**src/rtl/sap_defs.svh**
```systemverilog
// Offsets, field positions, reset values and timing counts of the profile block
`ifndef SAP_DEFS_SVH
`define SAP_DEFS_SVH

`define SAP_WORD_BITS 16
`define SAP_ADDR_MSB 15
`define SAP_ADDR_LSB 12
`define SAP_SUB_BIT 11

`define SAP_ADDR_CTRL 4'h8
`define SAP_ADDR_PARAM 4'h9
`define SAP_ADDR_CYCLE 4'ha
`define SAP_ADDR_COUNT 4'hb

`define SAP_PM_LSB 0
`define SAP_DIV_LSB 2
`define SAP_TBL_LSB 5
`define SAP_STM_LSB 7
`define SAP_DEC_BIT 9
`define SAP_ACC_BIT 10

`define SAP_CUR_LSB 0
`define SAP_MODE0_BIT 8
`define SAP_MODE1_BIT 9
`define SAP_CC_BIT 10

`define SAP_CTRL_RST 11'h000
`define SAP_PARAM_RST 11'h000
`define SAP_CYCLE_RST 12'h000
`define SAP_COUNT_RST 12'h000

`define SAP_RAMP_PULSES 94
`define SAP_LAST_STEP 4'hf
`define SAP_UNIT_NS 2000
`define SAP_CLK_NS 100
`define SAP_UNIT_CYC (`SAP_UNIT_NS / `SAP_CLK_NS)

`endif

```
**src/rtl/sap_pkg.sv**
```systemverilog
// Types shared by the stepper speed-profile block
package sap_pkg;

   typedef enum logic [1:0] {
      SAP_IDLE = 2'b00,
      SAP_ACCEL = 2'b01,
      SAP_CRUISE = 2'b10,
      SAP_DECEL = 2'b11
   } sap_run_t;

   typedef enum logic [1:0] {
      SAP_TBL_ABRUPT = 2'b00,
      SAP_TBL_ABRUPT_ALT = 2'b01,
      SAP_TBL_GENTLE = 2'b10,
      SAP_TBL_LINEAR = 2'b11
   } sap_table_t;

   typedef struct packed {
      logic sclk_prev;
      logic latch_prev;
      logic [15:0] shreg;
      logic [4:0] cnt;
      logic [15:0] word;
      logic valid;
   } sap_rx_t;

   typedef struct packed {
      logic [10:0] ctrl;
      logic [10:0] param;
      logic [11:0] cycle;
      logic [11:0] count;
      sap_run_t state;
      logic [13:0] total;
      logic [13:0] emitted;
      logic [3:0] step;
      logic [6:0] spc;
      logic [4:0] pre;
      logic [19:0] units;
      logic pulse;
      logic [5:0] pos;
      logic full_duty;
      logic cc_hold;
   } sap_core_t;

endpackage

```
**src/rtl/sap_serial_rx.sv**
```systemverilog
// Serial control word receiver framed by the latch input
`timescale 1ns/10ps
`default_nettype none
`include "sap_defs.svh"

module sap_serial_rx
   import sap_pkg::*;
(
   input wire logic i_sys_clk,
   input wire logic i_nrst,
   input wire logic i_ser_clk,
   input wire logic i_ser_data,
   input wire logic i_latch,
   output logic [15:0] o_word,
   output logic o_word_valid
);

   sap_rx_t q;
   sap_rx_t d;

   // ****************************************
   // Shift and latch
   // ****************************************
   always_comb begin
      d = q;
      d.valid = 1'b0;
      d.sclk_prev = i_ser_clk;
      d.latch_prev = i_latch;
      if (i_latch && !q.latch_prev) begin
         d.cnt = 5'h00;
      end else if (i_latch && i_ser_clk && !q.sclk_prev) begin
         d.shreg = {q.shreg[14:0], i_ser_data};
         // Saturate so an overlong frame is rejected, not wrapped
         if (q.cnt != 5'h11) begin
            d.cnt = q.cnt + 5'h01;
         end
      end else if (!i_latch && q.latch_prev) begin
         if (q.cnt == 5'(`SAP_WORD_BITS)) begin
            d.word = q.shreg;
            d.valid = 1'b1;
         end
         d.cnt = 5'h00;
      end
   end

   always_ff @(posedge i_sys_clk) begin
      if (!i_nrst) begin
         q <= '0;
      end else begin
         q <= d;
      end
   end

   assign o_word = q.word;
   assign o_word_valid = q.valid;

endmodule
`default_nettype wire

```
**src/rtl/sap_step_table.sv**
```systemverilog
// Increment weights and per-step pulse counts of the ramp tables
`timescale 1ns/10ps
`default_nettype none

module sap_step_table
   import sap_pkg::*;
(
   input wire logic [3:0] i_step,
   input wire logic [1:0] i_table,
   output logic [7:0] o_weight,
   output logic [4:0] o_count
);

   // Index 0 is the plain base cycle outside any ramp
   localparam logic [7:0] WEIGHT [0:15] = '{8'h00, 8'h78, 8'h38, 8'h23, 8'h18, 8'h12,
      8'h0d, 8'h0a, 8'h08, 8'h07, 8'h06, 8'h05, 8'h04, 8'h03, 8'h02, 8'h01};
   localparam logic [4:0] ABRUPT [0:15] = '{5'h00, 5'h02, 5'h05, 5'h02, 5'h01, 5'h01,
      5'h01, 5'h01, 5'h01, 5'h01, 5'h01, 5'h02, 5'h03, 5'h0b, 5'h1f, 5'h1f};
   localparam logic [4:0] GENTLE [0:15] = '{5'h00, 5'h01, 5'h04, 5'h04, 5'h03, 5'h02,
      5'h02, 5'h02, 5'h02, 5'h02, 5'h02, 5'h04, 5'h06, 5'h0c, 5'h11, 5'h1f};
   localparam logic [4:0] LINEAR [0:15] = '{5'h00, 5'h01, 5'h03, 5'h03, 5'h04, 5'h03,
      5'h04, 5'h03, 5'h03, 5'h03, 5'h03, 5'h05, 5'h09, 5'h0d, 5'h0f, 5'h16};

   // ****************************************
   // Lookup
   // ****************************************
   always_comb begin
      o_weight = WEIGHT[i_step];
      case (sap_table_t'(i_table))
         SAP_TBL_GENTLE: begin
            o_count = GENTLE[i_step];
         end
         SAP_TBL_LINEAR: begin
            o_count = LINEAR[i_step];
         end
         default: begin
            o_count = ABRUPT[i_step];
         end
      endcase
   end

endmodule
`default_nettype wire

```
**src/rtl/sap_stepper_profile.sv**
```systemverilog
// Stepper speed-profile core: control words, ramp sequencer and pulse timer
`timescale 1ns/10ps
`default_nettype none
`include "sap_defs.svh"

module sap_stepper_profile
   import sap_pkg::*;
(
   input wire logic i_sys_clk,
   input wire logic i_nrst,
   input wire logic i_ser_clk,
   input wire logic i_ser_data,
   input wire logic i_latch,
   output logic o_step_pulse,
   output logic [5:0] o_step_pos,
   output logic o_busy,
   output logic o_accel,
   output logic o_decel,
   output logic [3:0] o_ramp_step,
   output logic [13:0] o_total_pulses,
   output logic [4:0] o_current_code,
   output logic o_full_duty,
   output logic o_cc_hold
);

   localparam logic [4:0] UNIT_LAST = 5'(`SAP_UNIT_CYC - 1);
   localparam logic [13:0] RAMP_BASE = 14'(`SAP_RAMP_PULSES);

   sap_core_t q;
   sap_core_t d;

   logic [15:0] rx_word;
   logic rx_valid;
   logic [7:0] tbl_weight;
   logic [4:0] tbl_count;

   logic [3:0] word_addr;
   logic word_sub;
   logic [1:0] pm_code;
   logic [2:0] div_code;
   logic [1:0] tbl_code;
   logic [1:0] stm_code;
   logic acc_en;
   logic dec_en;
   logic [1:0] pm_shift;
   logic [2:0] div_shift;
   logic [1:0] stm_shift;
   logic [11:0] ref_inc;
   logic [19:0] inc_prod;
   logic [19:0] period;
   logic [6:0] step_full;
   logic [13:0] ramp_len;
   logic [13:0] start_total;
   logic short_both;
   logic tick;
   logic pulse_ev;
   logic [13:0] e_next;
   logic [13:0] remain;
   logic [3:0] acc_step;
   logic [6:0] acc_spc;
   logic acc_done;
   logic dec_entry;
   logic [6:0] mirror_spc;
   logic wr_ctrl;
   logic wr_param;
   logic wr_cycle;
   logic wr_count;
   sap_run_t start_state;
   logic [3:0] start_step;
   logic [10:0] ctrl_next;
   logic excited;
   logic cc_sel;

   // ****************************************
   // Serial port and tables
   // ****************************************
   sap_serial_rx u_rx (
      .i_sys_clk(i_sys_clk),
      .i_nrst(i_nrst),
      .i_ser_clk(i_ser_clk),
      .i_ser_data(i_ser_data),
      .i_latch(i_latch),
      .o_word(rx_word),
      .o_word_valid(rx_valid)
   );

   sap_step_table u_tbl (
      .i_step(q.step),
      .i_table(tbl_code),
      .o_weight(tbl_weight),
      .o_count(tbl_count)
   );

   // ****************************************
   // Field decode
   // ****************************************
   always_comb begin
      word_addr = rx_word[`SAP_ADDR_MSB:`SAP_ADDR_LSB];
      word_sub = rx_word[`SAP_SUB_BIT];
      pm_code = q.param[`SAP_PM_LSB +: 2];
      div_code = q.param[`SAP_DIV_LSB +: 3];
      tbl_code = q.param[`SAP_TBL_LSB +: 2];
      stm_code = q.param[`SAP_STM_LSB +: 2];
      acc_en = q.param[`SAP_ACC_BIT];
      dec_en = q.param[`SAP_DEC_BIT];
      case (pm_code)
         2'b10: pm_shift = 2'd1;
         2'b11: pm_shift = 2'd2;
         default: pm_shift = 2'd0;
      endcase
      // Code 111 is undefined; it is mapped to the largest divisor
      case (div_code)
         3'b011: div_shift = 3'd2;
         3'b100: div_shift = 3'd3;
         3'b101: div_shift = 3'd4;
         3'b110: div_shift = 3'd5;
         3'b111: div_shift = 3'd5;
         default: div_shift = 3'd1;
      endcase
      case (stm_code)
         2'b10: stm_shift = 2'd1;
         2'b11: stm_shift = 2'd2;
         default: stm_shift = 2'd0;
      endcase
   end

   // ****************************************
   // Step period and ramp length
   // ****************************************
   always_comb begin
      // Shift division truncates; small base cycles give a zero increment
      ref_inc = q.cycle >> div_shift;
      inc_prod = {8'h00, ref_inc} * {12'h000, tbl_weight};
      period = {8'h00, q.cycle} + inc_prod;
      step_full = {2'b00, tbl_count} << stm_shift;
      ramp_len = RAMP_BASE << stm_shift;
      start_total = {2'b00, rx_word[11:0]} << pm_shift;
      short_both = acc_en && dec_en && (q.total < (ramp_len << 1));
   end

   // ****************************************
   // Pulse timer
   // ****************************************
   always_comb begin
      tick = (q.pre == UNIT_LAST);
      pulse_ev = (q.state != SAP_IDLE) && (q.cycle != 12'h000) && tick
         && (q.units >= (period - 20'h00001));
      e_next = q.emitted + 14'h0001;
      remain = q.total - e_next;
      acc_done = (q.spc + 7'h01) == step_full;
      acc_step = acc_done ? q.step + 4'h1 : q.step;
      acc_spc = acc_done ? 7'h00 : q.spc + 7'h01;
      // Mirror: undo the pulses already spent in this step
      mirror_spc = acc_done ? 7'h00 : step_full - acc_spc;
      // Odd short moves turn at the rounded-up half, so decel ends by step one
      dec_entry = dec_en && (short_both ? (e_next == ((q.total + 14'h0001) >> 1))
         : (remain <= ramp_len));
   end

   // ****************************************
   // Write strobes
   // ****************************************
   // A strobe needs a whole accepted frame, so a cut frame never lands
   always_comb begin
      wr_ctrl = 1'b0;
      wr_param = 1'b0;
      wr_cycle = 1'b0;
      wr_count = 1'b0;
      if (rx_valid) begin
         if ((word_addr == `SAP_ADDR_CTRL) && !word_sub) begin
            wr_ctrl = 1'b1;
         end else if ((word_addr == `SAP_ADDR_PARAM) && !word_sub) begin
            wr_param = 1'b1;
         end else if (word_addr == `SAP_ADDR_CYCLE) begin
            wr_cycle = 1'b1;
         end else if (word_addr == `SAP_ADDR_COUNT) begin
            wr_count = 1'b1;
         end
      end
   end

   // ****************************************
   // Move start
   // ****************************************
   always_comb begin
      if (start_total == 14'h0000) begin
         start_state = SAP_IDLE;
         start_step = 4'h0;
      end else if (acc_en) begin
         start_state = SAP_ACCEL;
         start_step = 4'h1;
      end else if (dec_en && (start_total <= ramp_len)) begin
         start_state = SAP_DECEL;
         start_step = `SAP_LAST_STEP;
      end else begin
         start_state = SAP_CRUISE;
         start_step = 4'h0;
      end
   end

   // ****************************************
   // Drive mode
   // ****************************************
   // Micro-step mode ignores the current select bit
   always_comb begin
      ctrl_next = wr_ctrl ? rx_word[10:0] : q.ctrl;
      excited = ctrl_next[`SAP_MODE0_BIT];
      cc_sel = ctrl_next[`SAP_CC_BIT];
   end

   // ****************************************
   // Sequencer
   // ****************************************
   always_comb begin
      d = q;
      d.pulse = 1'b0;
      if (wr_ctrl) begin
         d.ctrl = rx_word[10:0];
      end
      if (wr_param) begin
         d.param = rx_word[10:0];
      end
      if (wr_cycle) begin
         d.cycle = rx_word[11:0];
      end
      if (wr_count) begin
         d.count = rx_word[11:0];
      end

      // Timer holds while the base cycle is zero, keeping position
      if ((q.state != SAP_IDLE) && (q.cycle != 12'h000)) begin
         d.pre = tick ? 5'h00 : q.pre + 5'h01;
         if (tick) begin
            d.units = pulse_ev ? 20'h00000 : q.units + 20'h00001;
         end
      end

      if (pulse_ev) begin
         d.pulse = 1'b1;
         d.pos = q.pos + 6'h01;
         d.emitted = e_next;
         case (q.state)
            SAP_ACCEL: begin
               d.step = acc_step;
               d.spc = acc_spc;
               if (acc_done && (q.step == `SAP_LAST_STEP)) begin
                  d.state = SAP_CRUISE;
                  d.step = 4'h0;
               end
               if (dec_entry) begin
                  d.state = SAP_DECEL;
                  d.step = q.step;
                  d.spc = mirror_spc;
               end
            end
            SAP_CRUISE: begin
               if (dec_en && (remain <= ramp_len)) begin
                  d.state = SAP_DECEL;
                  d.step = `SAP_LAST_STEP;
                  d.spc = 7'h00;
               end
            end
            SAP_DECEL: begin
               if (q.step != 4'h0) begin
                  if ((q.spc + 7'h01) == step_full) begin
                     d.step = q.step - 4'h1;
                     d.spc = 7'h00;
                  end else begin
                     d.spc = q.spc + 7'h01;
                  end
               end
            end
            default: begin
               d.state = SAP_IDLE;
            end
         endcase
         if (e_next == q.total) begin
            d.state = SAP_IDLE;
            d.step = 4'h0;
            d.spc = 7'h00;
         end
      end

      // A fresh count word restarts the move with the current parameters
      if (wr_count) begin
         d.total = start_total;
         d.emitted = 14'h0000;
         d.pre = 5'h00;
         d.units = 20'h00000;
         d.spc = 7'h00;
         d.state = start_state;
         d.step = start_step;
      end

      d.full_duty = excited && !cc_sel;
      d.cc_hold = excited && cc_sel;
   end

   // ****************************************
   // State register
   // ****************************************
   always_ff @(posedge i_sys_clk) begin
      if (!i_nrst) begin
         q <= '0;
      end else begin
         q <= d;
      end
   end

   // ****************************************
   // Outputs
   // ****************************************
   assign o_step_pulse = q.pulse;
   assign o_step_pos = q.pos;
   assign o_busy = (q.state != SAP_IDLE);
   assign o_accel = (q.state == SAP_ACCEL);
   assign o_decel = (q.state == SAP_DECEL);
   assign o_ramp_step = q.step;
   assign o_total_pulses = q.total;
   assign o_current_code = q.ctrl[`SAP_CUR_LSB +: 5];
   assign o_full_duty = q.full_duty;
   assign o_cc_hold = q.cc_hold;

endmodule
`default_nettype wire

```
**config.mk**
```make
export PLATFORM = sky130hd
export DESIGN_NAME = sap_stepper_profile
export DESIGN_NICKNAME = d
export VERILOG_FILES = /design/src/rtl/sap_pkg.sv /design/src/rtl/sap_serial_rx.sv /design/src/rtl/sap_step_table.sv /design/src/rtl/sap_stepper_profile.sv
export VERILOG_INCLUDE_DIRS = /design/src /design/src/rtl
export SDC_FILE = /design/constraint.sdc
export NUM_CORES = 1
export LEC_CHECK = 0
export ABC_AREA = 1
export BUFFER_PORTS_ARGS = -buffer_cell sky130_fd_sc_hd__buf_2
export CORE_MARGIN = 1.5
export CORE_UTILIZATION = 30
export DETAILED_ROUTE_END_ITERATION = 16
export PLACE_DENSITY = 0.43
export REMOVE_ABC_BUFFERS = 1
export SYNTH_ARGS = -nofsm -noshare
export SYNTH_HDL_FRONTEND = slang
export SYNTH_SLANG_ARGS = --single-unit
```
**constraint.sdc**
```tcl
create_clock -name i_sys_clk -period 8.7 [get_ports i_sys_clk]
set_input_delay 1.74 -clock i_sys_clk [delete_from_list [all_inputs] [get_ports i_sys_clk]]
set_output_delay 1.74 -clock i_sys_clk [all_outputs]
set_load 0.005 [all_outputs]
```
==> metrics, run 1 <==
outcome=finished, final reports clean; Pre-antenna DRT Iters=5; row count=79; H-tree levels=4; worst rel slew slack=0.416; via count=13.2k; clk sinks=145; Routed WL per cell=15.5 um; pwr dens=99.9 mW/mm^2; synthesized instance count=2075; die width=220 um; initial antenna violation count=0; VDD IR-drop max=0.000147 V; vias in the first global route=12.7k; max-slew violations=0; GP Congestion=0.892; post-synthesis sequential area ratio=0.206; number of enable flip-flop cells after synthesis=0; Yosys cell types=48; worst-margin pin slew=873 ps; Root Buffer=clkbuf_16; first-pass GRT wire length=68100 um; period utilization=0.930; Fmax achieved=124 MHz; routed vias/inst=4.84; maxcap violations=0; Critical Path RT=9030 ps; Setup Skew=11.1 ps; IO Port Bufs=39; Main synth FF type=dfxtp_1; post-route ant nets=0; yosys warns=0; routed wire length=42100 um; largest net degree at the start of global routing=71; core area=0.0465 sq mm; total track usage=0.179; most frequent cells in the layout=nand2_1, inv_1, nor2_1; flops & latches, synth=145; Reg clk slew, reported paths=60 ps; drt drc=0; R2R setup slack=610 ps; R2R cell count=38; Critical R2R Launch=div_code[0]; share of cells above drive strength 1=0.0710; Num CTS Buffers=17; Tmin final=8090 ps; Hold Crit Class=flop to flop; Multi-input gate area=0.00964 sq mm; crit start category=flop; Syn Area/Cell=6.78 sq um; Storage cell area=0.00290 sq mm; slowest CP cell=fa_1; Leak=0.00726 uW; critical path type=flop to flop; commonest non-fill, non-tap cell in the layout=nand2_1; Worst Hold End=u_rx.o_word[15]; Critical Path Fanout Max=23; crit path capture type=flop; Syn-to-layout area delta=10.6%; hold depth=2; final hold vios=0; CTS tree=yes; Clock Latency Late Sink=440 ps; Nets=2313; Post-Syn Area=0.0141 sq mm; ys async rst share=0; Iteration-0 DRC Markers=715; Starting Density=0.303; Setup violations, final=0; die span in y=220 um; hold path start=u_rx.o_word[15]; CTS max path bufs=2; reg-to-reg endpoint=o_ramp_step[2]; Final Util=0.335; critical path arrival=8420 ps; cts hold-fix bufs=0; io pins=40; DP HPWL=34100 um; crit-path max cell delay=550 ps; Die Footprint=0.0482 sq mm; ant diodes=0; Remaining Overflow, GRT=0; fill count=5113; hold_ws=453 ps
[power breakdown]
part / internal, uW / total, uW / switching, uW
clock network: 484 / 801 / 317
logic: 29.7 / 87.3 / 57.5
registers: 665 / 667 / 1.69
total: 1180 / 1550 / 376
[per-layer routing]
layer	routed length (um)	track usage	vias to the layer above	share of wire
met4	503	0.0395	0	0.012
li1	-	-	6752	-
met2	19000	0.290	172	0.45
met3	1110	0.0182	26	0.026
met5	0	0	-	0
met1	21400	0.255	6203	0.51
[critical path, delay by kind of cell (launching register included)]
family                     cells  cell delay, ps
adders and majority gates      7            3190
AOI/OAI and AO/OA             11            2120
and+or+nand+nor               13            1600
buffers and inverters          6             480
DFF                            1             390
xor gates and xnor gates       1             170
[worst max path at each step]
stage                            from             end  slack (ps)  depth (start not counted)
after floorplan           div_code[1]           q[17]         510                         38
after detailed placement  div_code[0]  o_ramp_step[2]         160                         39
after CTS                 div_code[1]  o_ramp_step[0]         100                         42
final                     div_code[0]  o_ramp_step[2]         610                         38
after global routing      div_code[0]  o_ramp_step[0]         -40                         39
after global placement    div_code[1]  o_ramp_step[2]         340                         40
[cell families after synthesis]
family,after synthesis,share of synthesized area
other,2,0.000534
adder cells (fa/ha/maj),208,0.226
XOR/XNOR,53,0.0330
flip-flops,145,0.206
buffers and inverters,395,0.116
AND/OR/NAND/NOR,925,0.283
AO/OA/AOI/OAI,347,0.135
[sequential cells by signal, indices dropped and copies added, names as in the netlist, 2 cells and up]
register        count
o_step_pos          6
pm_code             2
u_rx.o_word        16
div_code            3
q                  66
o_ramp_step         4
o_current_code      5
o_total_pulses     14
u_rx.q             23
[area by class of cell]
cell class	count	share of cell area
inverter	323	0.0779
clock inverter	14	0.0130
sequential	145	0.186
multi-input combinational	1544	0.619
timing repair buffer	69	0.0275
tap	607	0.0488
clock buffer	17	0.0273
[Yosys cell counts (12+ instances only)]
library cell / count / area (sq um)
xnor2_1: 20 / 175
buf_4: 32 / 240
nand2_1: 481 / 1810
nor3_1: 23 / 115
ha_1: 131 / 1640
inv_1: 316 / 1190
nor2_1: 187 / 702
fa_1: 77 / 1540
dfxtp_1: 145 / 2900
clkbuf_1: 31 / 116
nand4_1: 42 / 263
nand3_1: 138 / 691
a211oi_1: 12 / 90.1
nor4_1: 12 / 75.1
a21oi_1: 156 / 781
xor2_1: 33 / 289
o21ai_0: 120 / 601
[timing repair]
action                                  in CTS  in global routing
endpoints found under the setup margin       0                 52
buffers inserted                             0                  3
resized for setup                            0                 20
[through the flow]
stage               instances  worst slack [ps]  cell area (sq um)  power [uW]  TNS [ps]
finish                   2719               609              15600        1550         0
global route             2719             -36.5              15600        1610      -120
CTS                      2716               102              15500        1570         0
detailed placement       2685               164              14900         768         0
global placement         2685               336              14900         768         0
floorplan                2012               511              13700         739         0
(Power assumes the default switching activity.)
==> inputs of run 2 (changes only) <==
--- a/config.mk
+++ b/config.mk
@@ -6,7 +6,6 @@
 export SDC_FILE = /design/constraint.sdc
 export NUM_CORES = 1
 export LEC_CHECK = 0
-export ABC_AREA = 1
 export BUFFER_PORTS_ARGS = -buffer_cell sky130_fd_sc_hd__buf_2
 export CORE_MARGIN = 1.5
 export CORE_UTILIZATION = 30
==> metrics, run 2 <==
outcome=finished, final reports clean; post-synth top area share=0.212; Die Footprint=0.0469 sq mm; initial antenna violation count=0; Num CTS Buffers=17; crit path capture type=flop; routed vias/inst=4.95; Main synth FF type=dfxtp_1; post-route ant nets=0; Remaining Overflow, GRT=0; Pre-antenna DRT Iters=5; vias in the first global route=11.5k; Critical R2R Launch=div_code[1]; io pins=40; Tmin final=8390 ps; post-synthesis adder-cell area fraction=0.232; Syn Area/Cell=7.97 sq um; drt drc=0; most common library cells after synthesis=nand2_1, nor2_1, inv_1; H-tree levels=4; ys async rst share=0; Synth Area in Compound Gates=0.155; TNS Setup=0 ps; die span in y=217 um; R2R setup slack=310 ps; Critical Path Fanout Max=6; worst-margin pin slew=994 ps; most frequent cells in the layout=nand2_1, nor2_1, inv_1; Routed WL per cell=16.0 um; VDD IR-drop max=0.000143 V; Largest Register=q; Post-Syn Area=0.0137 sq mm; die width=217 um; ant diodes=0; largest family of logic cells by synthesized area=adder cells; CTS max path bufs=2; core area=0.0452 sq mm; R2R cell count=36; Leak=0.00655 uW; Fmax achieved=119 MHz; biggest area consumer among synthesized cells=dfxtp_1; CP most frequent cell=fa_1; fin worst setup slack=308 ps; Reg clk slew, reported paths=60 ps; Root Buffer=clkbuf_16; routed wire length=38100 um; first-pass GRT wire length=62500 um; RSZ-0062 raised after global routing=yes; critical path type=flop to flop; Hold Crit Class=flop to flop; CTS tree=yes; max reg flops=66; number of enable flip-flop cells after synthesis=0; Iteration-0 DRC Markers=688; synthesized instance count=1717; Setup Skew=10.9 ps; clk sinks=145; flops & latches, synth=145; yosys warns=0; most common cell in the netlist=nand2_1; max-slew violations=0; hold path start=u_rx.o_word[15]; mux cell area share after synthesis=0.0369; Post-Place Setup Slack=-107 ps; via count=11.7k; largest net degree at the start of global routing=92; slowest CP cell=fa_1; Nets=1974; Simple-Gate Fraction of Synth Area=0.219; period utilization=0.965; reg-to-reg endpoint=o_step_pos[5]; Yosys cell types=87; share of cells above drive strength 1=0.112; cell family with most CP delay=adder cells; total track usage=0.166; Synth area leaders=dfxtp_1, ha_1, fa_1; XOR/XNOR Fraction of Synth Area=0.0682; Setup violations, final=0; CP Buf/Inv Count=7; critical path arrival=8770 ps; crit start category=flop; Critical Path RT=9080 ps; cts hold-fix bufs=0; Syn-to-layout area delta=13.7%; final hold vios=0; DP HPWL=29600 um; hold depth=2; worst rel slew slack=0.337; Starting Density=0.303; GP Congestion=0.829; maxcap violations=0; commonest non-fill, non-tap cell in the layout=nand2_1; Worst Hold End=u_rx.o_word[15]; crit-path max cell delay=540 ps; IO Port Bufs=39; post-synthesis sequential area ratio=0.212; pwr dens=103 mW/mm^2; Clock Latency Late Sink=460 ps; row count=78
## run 2: changes by cell type after synthesis, sizes merged, moves of 31 or more
cell / before / now
a21oi: 158 / 122
inv: 319 / 152
xnor2: 20 / 51
o21ai: 129 / 44
nand2: 489 / 220
nand3: 142 / 45
mux2i: 0 / 47
## run 2: logic make-up after synthesis
group           count (synthesis)
flops                         145
fa+ha+maj                     208
xor+xnor                      105
compound gates                324
mux                            50
other cells                     2
simple gates                  638
buf+inv                       245
## run 2: timing repair
item	in CTS	in global routing
pin swaps	1	19
endpoints found under the setup margin	15	51
setup buffers	0	9
resized for setup	1	39
## run 2: worst max path at each step
| stage | from | to | slack (ps) | cells past startpoint |
|---|---|---|---|---|
| floorplan | div_code[2] | q[73] | -1000 | 35 |
| global placement | div_code[2] | o_step_pos[5] | 20 | 37 |
| detailed placement | div_code[2] | o_step_pos[5] | -110 | 37 |
| CTS | div_code[2] | o_step_pos[5] | 2 | 37 |
| global route | div_code[1] | o_step_pos[5] | -80 | 39 |
| finish | div_code[1] | o_step_pos[5] | 310 | 36 |
## run 2: metrics by stage
step	total power (uW)	hold slack [ps]	cells	utilization	instance area (sq um)
after global placement	756	442	2333	0.325	14700
after detailed placement	757	448	2333	0.325	14700
after floorplan	737	432	1634	-	13300
after CTS	1630	458	2365	0.340	15300
after global routing	1670	467	2374	0.344	15600
final	1610	456	2374	0.344	15600
## run 2: tightest hold or removal path: stages (launching register included)
cell and delay [ps]:
dfxtp_1 310, nand2_1 50, a21oi_1 50
## run 2: layer usage
metal	global-route usage	vias up	part of all wire
met1	0.232	5622	0.50
met3	0.0230	27	0.026
met4	0.0387	0	0.012
met2	0.269	163	0.46
met5	0	-	0
li1	-	5936	-
## run 2: layout make-up
cell class	count	area, sq um
multi-input cells	1336	9920
well taps	600	751
clock inverters	15	255
fillers	4776	29600
flip-flops and latches	145	2910
clock buffers	17	425
repair buffers	108	729
inverters	153	574
## run 2: report_power, final
| group | internal, uW | total, uW | switching (uW) |
|---|---|---|---|
| combinational | 29.1 | 75.5 | 46.5 |
| clock | 542 | 865 | 323 |
| sequential | 664 | 665 | 0.702 |
| total | 1240 | 1610 | 370 |
==> inputs of run 3 (changes only) <==
--- a/config.mk
+++ b/config.mk
@@ -10,7 +10,7 @@
 export CORE_MARGIN = 1.5
 export CORE_UTILIZATION = 30
 export DETAILED_ROUTE_END_ITERATION = 16
-export PLACE_DENSITY = 0.43
+export PLACE_DENSITY_LB_ADDON = 0.08
 export REMOVE_ABC_BUFFERS = 1
 export SYNTH_ARGS = -nofsm -noshare
 export SYNTH_HDL_FRONTEND = slang
==> metrics, run 3 (synthesized netlist as in run 2, its figures left out) <==
max reg flops=66; Reg clk slew, reported paths=60 ps; reg-to-reg endpoint=q[73]; row count=78; R2R setup slack=340 ps; Largest Register=q; Critical Path RT=9040 ps; ant diodes=0; Routed WL per cell=16.6 um; post-route ant nets=0; clk sinks=145; maxcap violations=0; max-slew violations=0; GP Congestion=0.823; Starting Density=0.303; Critical Path Fanout Max=18; share of cells above drive strength 1=0.117; period utilization=0.961; Final Util=0.344; Remaining Overflow, GRT=0; Worst Hold End=u_rx.q[37]; Leak=0.00649 uW; IO Port Bufs=39; critical path type=flop to flop; worst-margin pin slew=1050 ps; Tmin final=8360 ps; crit path capture type=flop; fill count=4797; outcome=finished, final reports clean; Fmax achieved=120 MHz; hold path start=u_rx.q[37]; Critical R2R Launch=div_code[0]; vias in the first global route=11.4k; most frequent cells in the layout=nand2_1, nor2_1, inv_1, dfxtp_1, ha_1; Die Footprint=0.0469 sq mm; hold depth=2; Setup Skew=12.2 ps; core area=0.0452 sq mm; H-tree levels=4; io pins=40; Pre-antenna DRT Iters=5; Nets=1967; final hold vios=0; RSZ-0062 raised after global routing=yes; Iteration-0 DRC Markers=601; routed wire length=39300 um; CP startpoint=div_code[0]; critical path arrival=8700 ps; pwr dens=96.7 mW/mm^2; initial antenna violation count=0; Hold Crit Class=flop to flop; VDD IR-drop max=0.000138 V; crit start category=flop; Setup violations, final=0; DP HPWL=30200 um; worst rel slew slack=0.300; CTS tree=yes; commonest non-fill, non-tap cell in the layout=nand2_1; Root Buffer=clkbuf_16; total track usage=0.169; largest net degree at the start of global routing=92; crit-path max cell delay=500 ps; TNS Setup=0 ps; first-pass GRT wire length=63200 um; Num CTS Buffers=17; via count=11.8k; Clock Latency Late Sink=450 ps; CTS max path bufs=2; R2R cell count=33; Syn-to-layout area delta=13.6%; slowest CP cell=fa_1; CP most frequent cell=fa_1; die span in y=217 um; routed vias/inst=4.97; drt drc=0; die width=217 um
-- run 3: cell types whose count changed in the layout (fill, tap and decap cells not counted), moves of 4 or more --
cell and delta:
inv_1 -7, inv_2 +6, buf_4 -9, nor2_1 +4, nor2_2 -8, clkbuf_8 +5
ha_1 -4, nor2_4 +4, bufinv_16 -4, ha_4 +5
-- run 3: through the flow --
step	cell area, sq um	setup slack [ps]	power (uW)	std cells	hold WS (ps)
2_1_floorplan	13300	-1000	737	1634	432
3_3_place_gp	14600	60.5	757	2323	448
3_5_place_dp	14600	-122	758	2323	449
4_1_cts	15200	21.5	1530	2355	459
5_1_grt	15500	-72.3	1570	2366	466
6_report	15500	337	1500	2366	457
-- run 3: cell type report --
| cell class | instances | area, sq um | area share |
|---|---|---|---|
| multi-input combinational | 1336 | 10000 | 0.645 |
| sequential | 145 | 2910 | 0.187 |
| tap | 600 | 751 | 0.0483 |
| timing repair buffer | 101 | 684 | 0.0440 |
| inverter | 153 | 577 | 0.0371 |
| clock buffer | 23 | 498 | 0.0320 |
| clock inverter | 8 | 100 | 0.00644 |
-- run 3: worst max-delay path by stage --
stage | end | slack, ps | depth (start not counted)
2_1_floorplan | q[73] | -1000 | 35
3_3_place_gp | o_ramp_step[3] | 60 | 37
3_5_place_dp | o_ramp_step[3] | -120 | 38
4_1_cts | q[74] | 20 | 37
5_1_grt | q[73] | -70 | 38
6_report | q[73] | 340 | 33
-- run 3: critical path, delay by kind of cell, from the launching register on --
kind / cells / cell delay (ps)
fa+ha+maj: 7 / 2860
xor+xnor: 1 / 120
flops: 1 / 380
simple gates: 6 / 1090
compound gates: 13 / 3030
buf+inv: 6 / 760
-- run 3: repair_timing --
action / CTS / global route
hold buffers: 0 / 0
resized for setup: 3 / 60
pin swaps: 0 / 51
setup endpoints to repair: 6 / 49
setup buffers: 1 / 11
cloned: 0 / 0
-- run 3: power by group --
part | internal, uW | switching, uW
Sequential | 664 | 0.715
Combinational | 30.6 | 48.3
Clock | 458 | 302
Total | 1150 | 351
-- run 3: per-layer routing --
metal	routed length [um]	share of wire	up-vias	track usage
met5	0	0	-	0
met3	1210	0.031	30	0.0222
met1	20400	0.52	5627	0.250
li1	-	-	5937	-
met4	457	0.012	0	0.0391
met2	17200	0.44	175	0.259
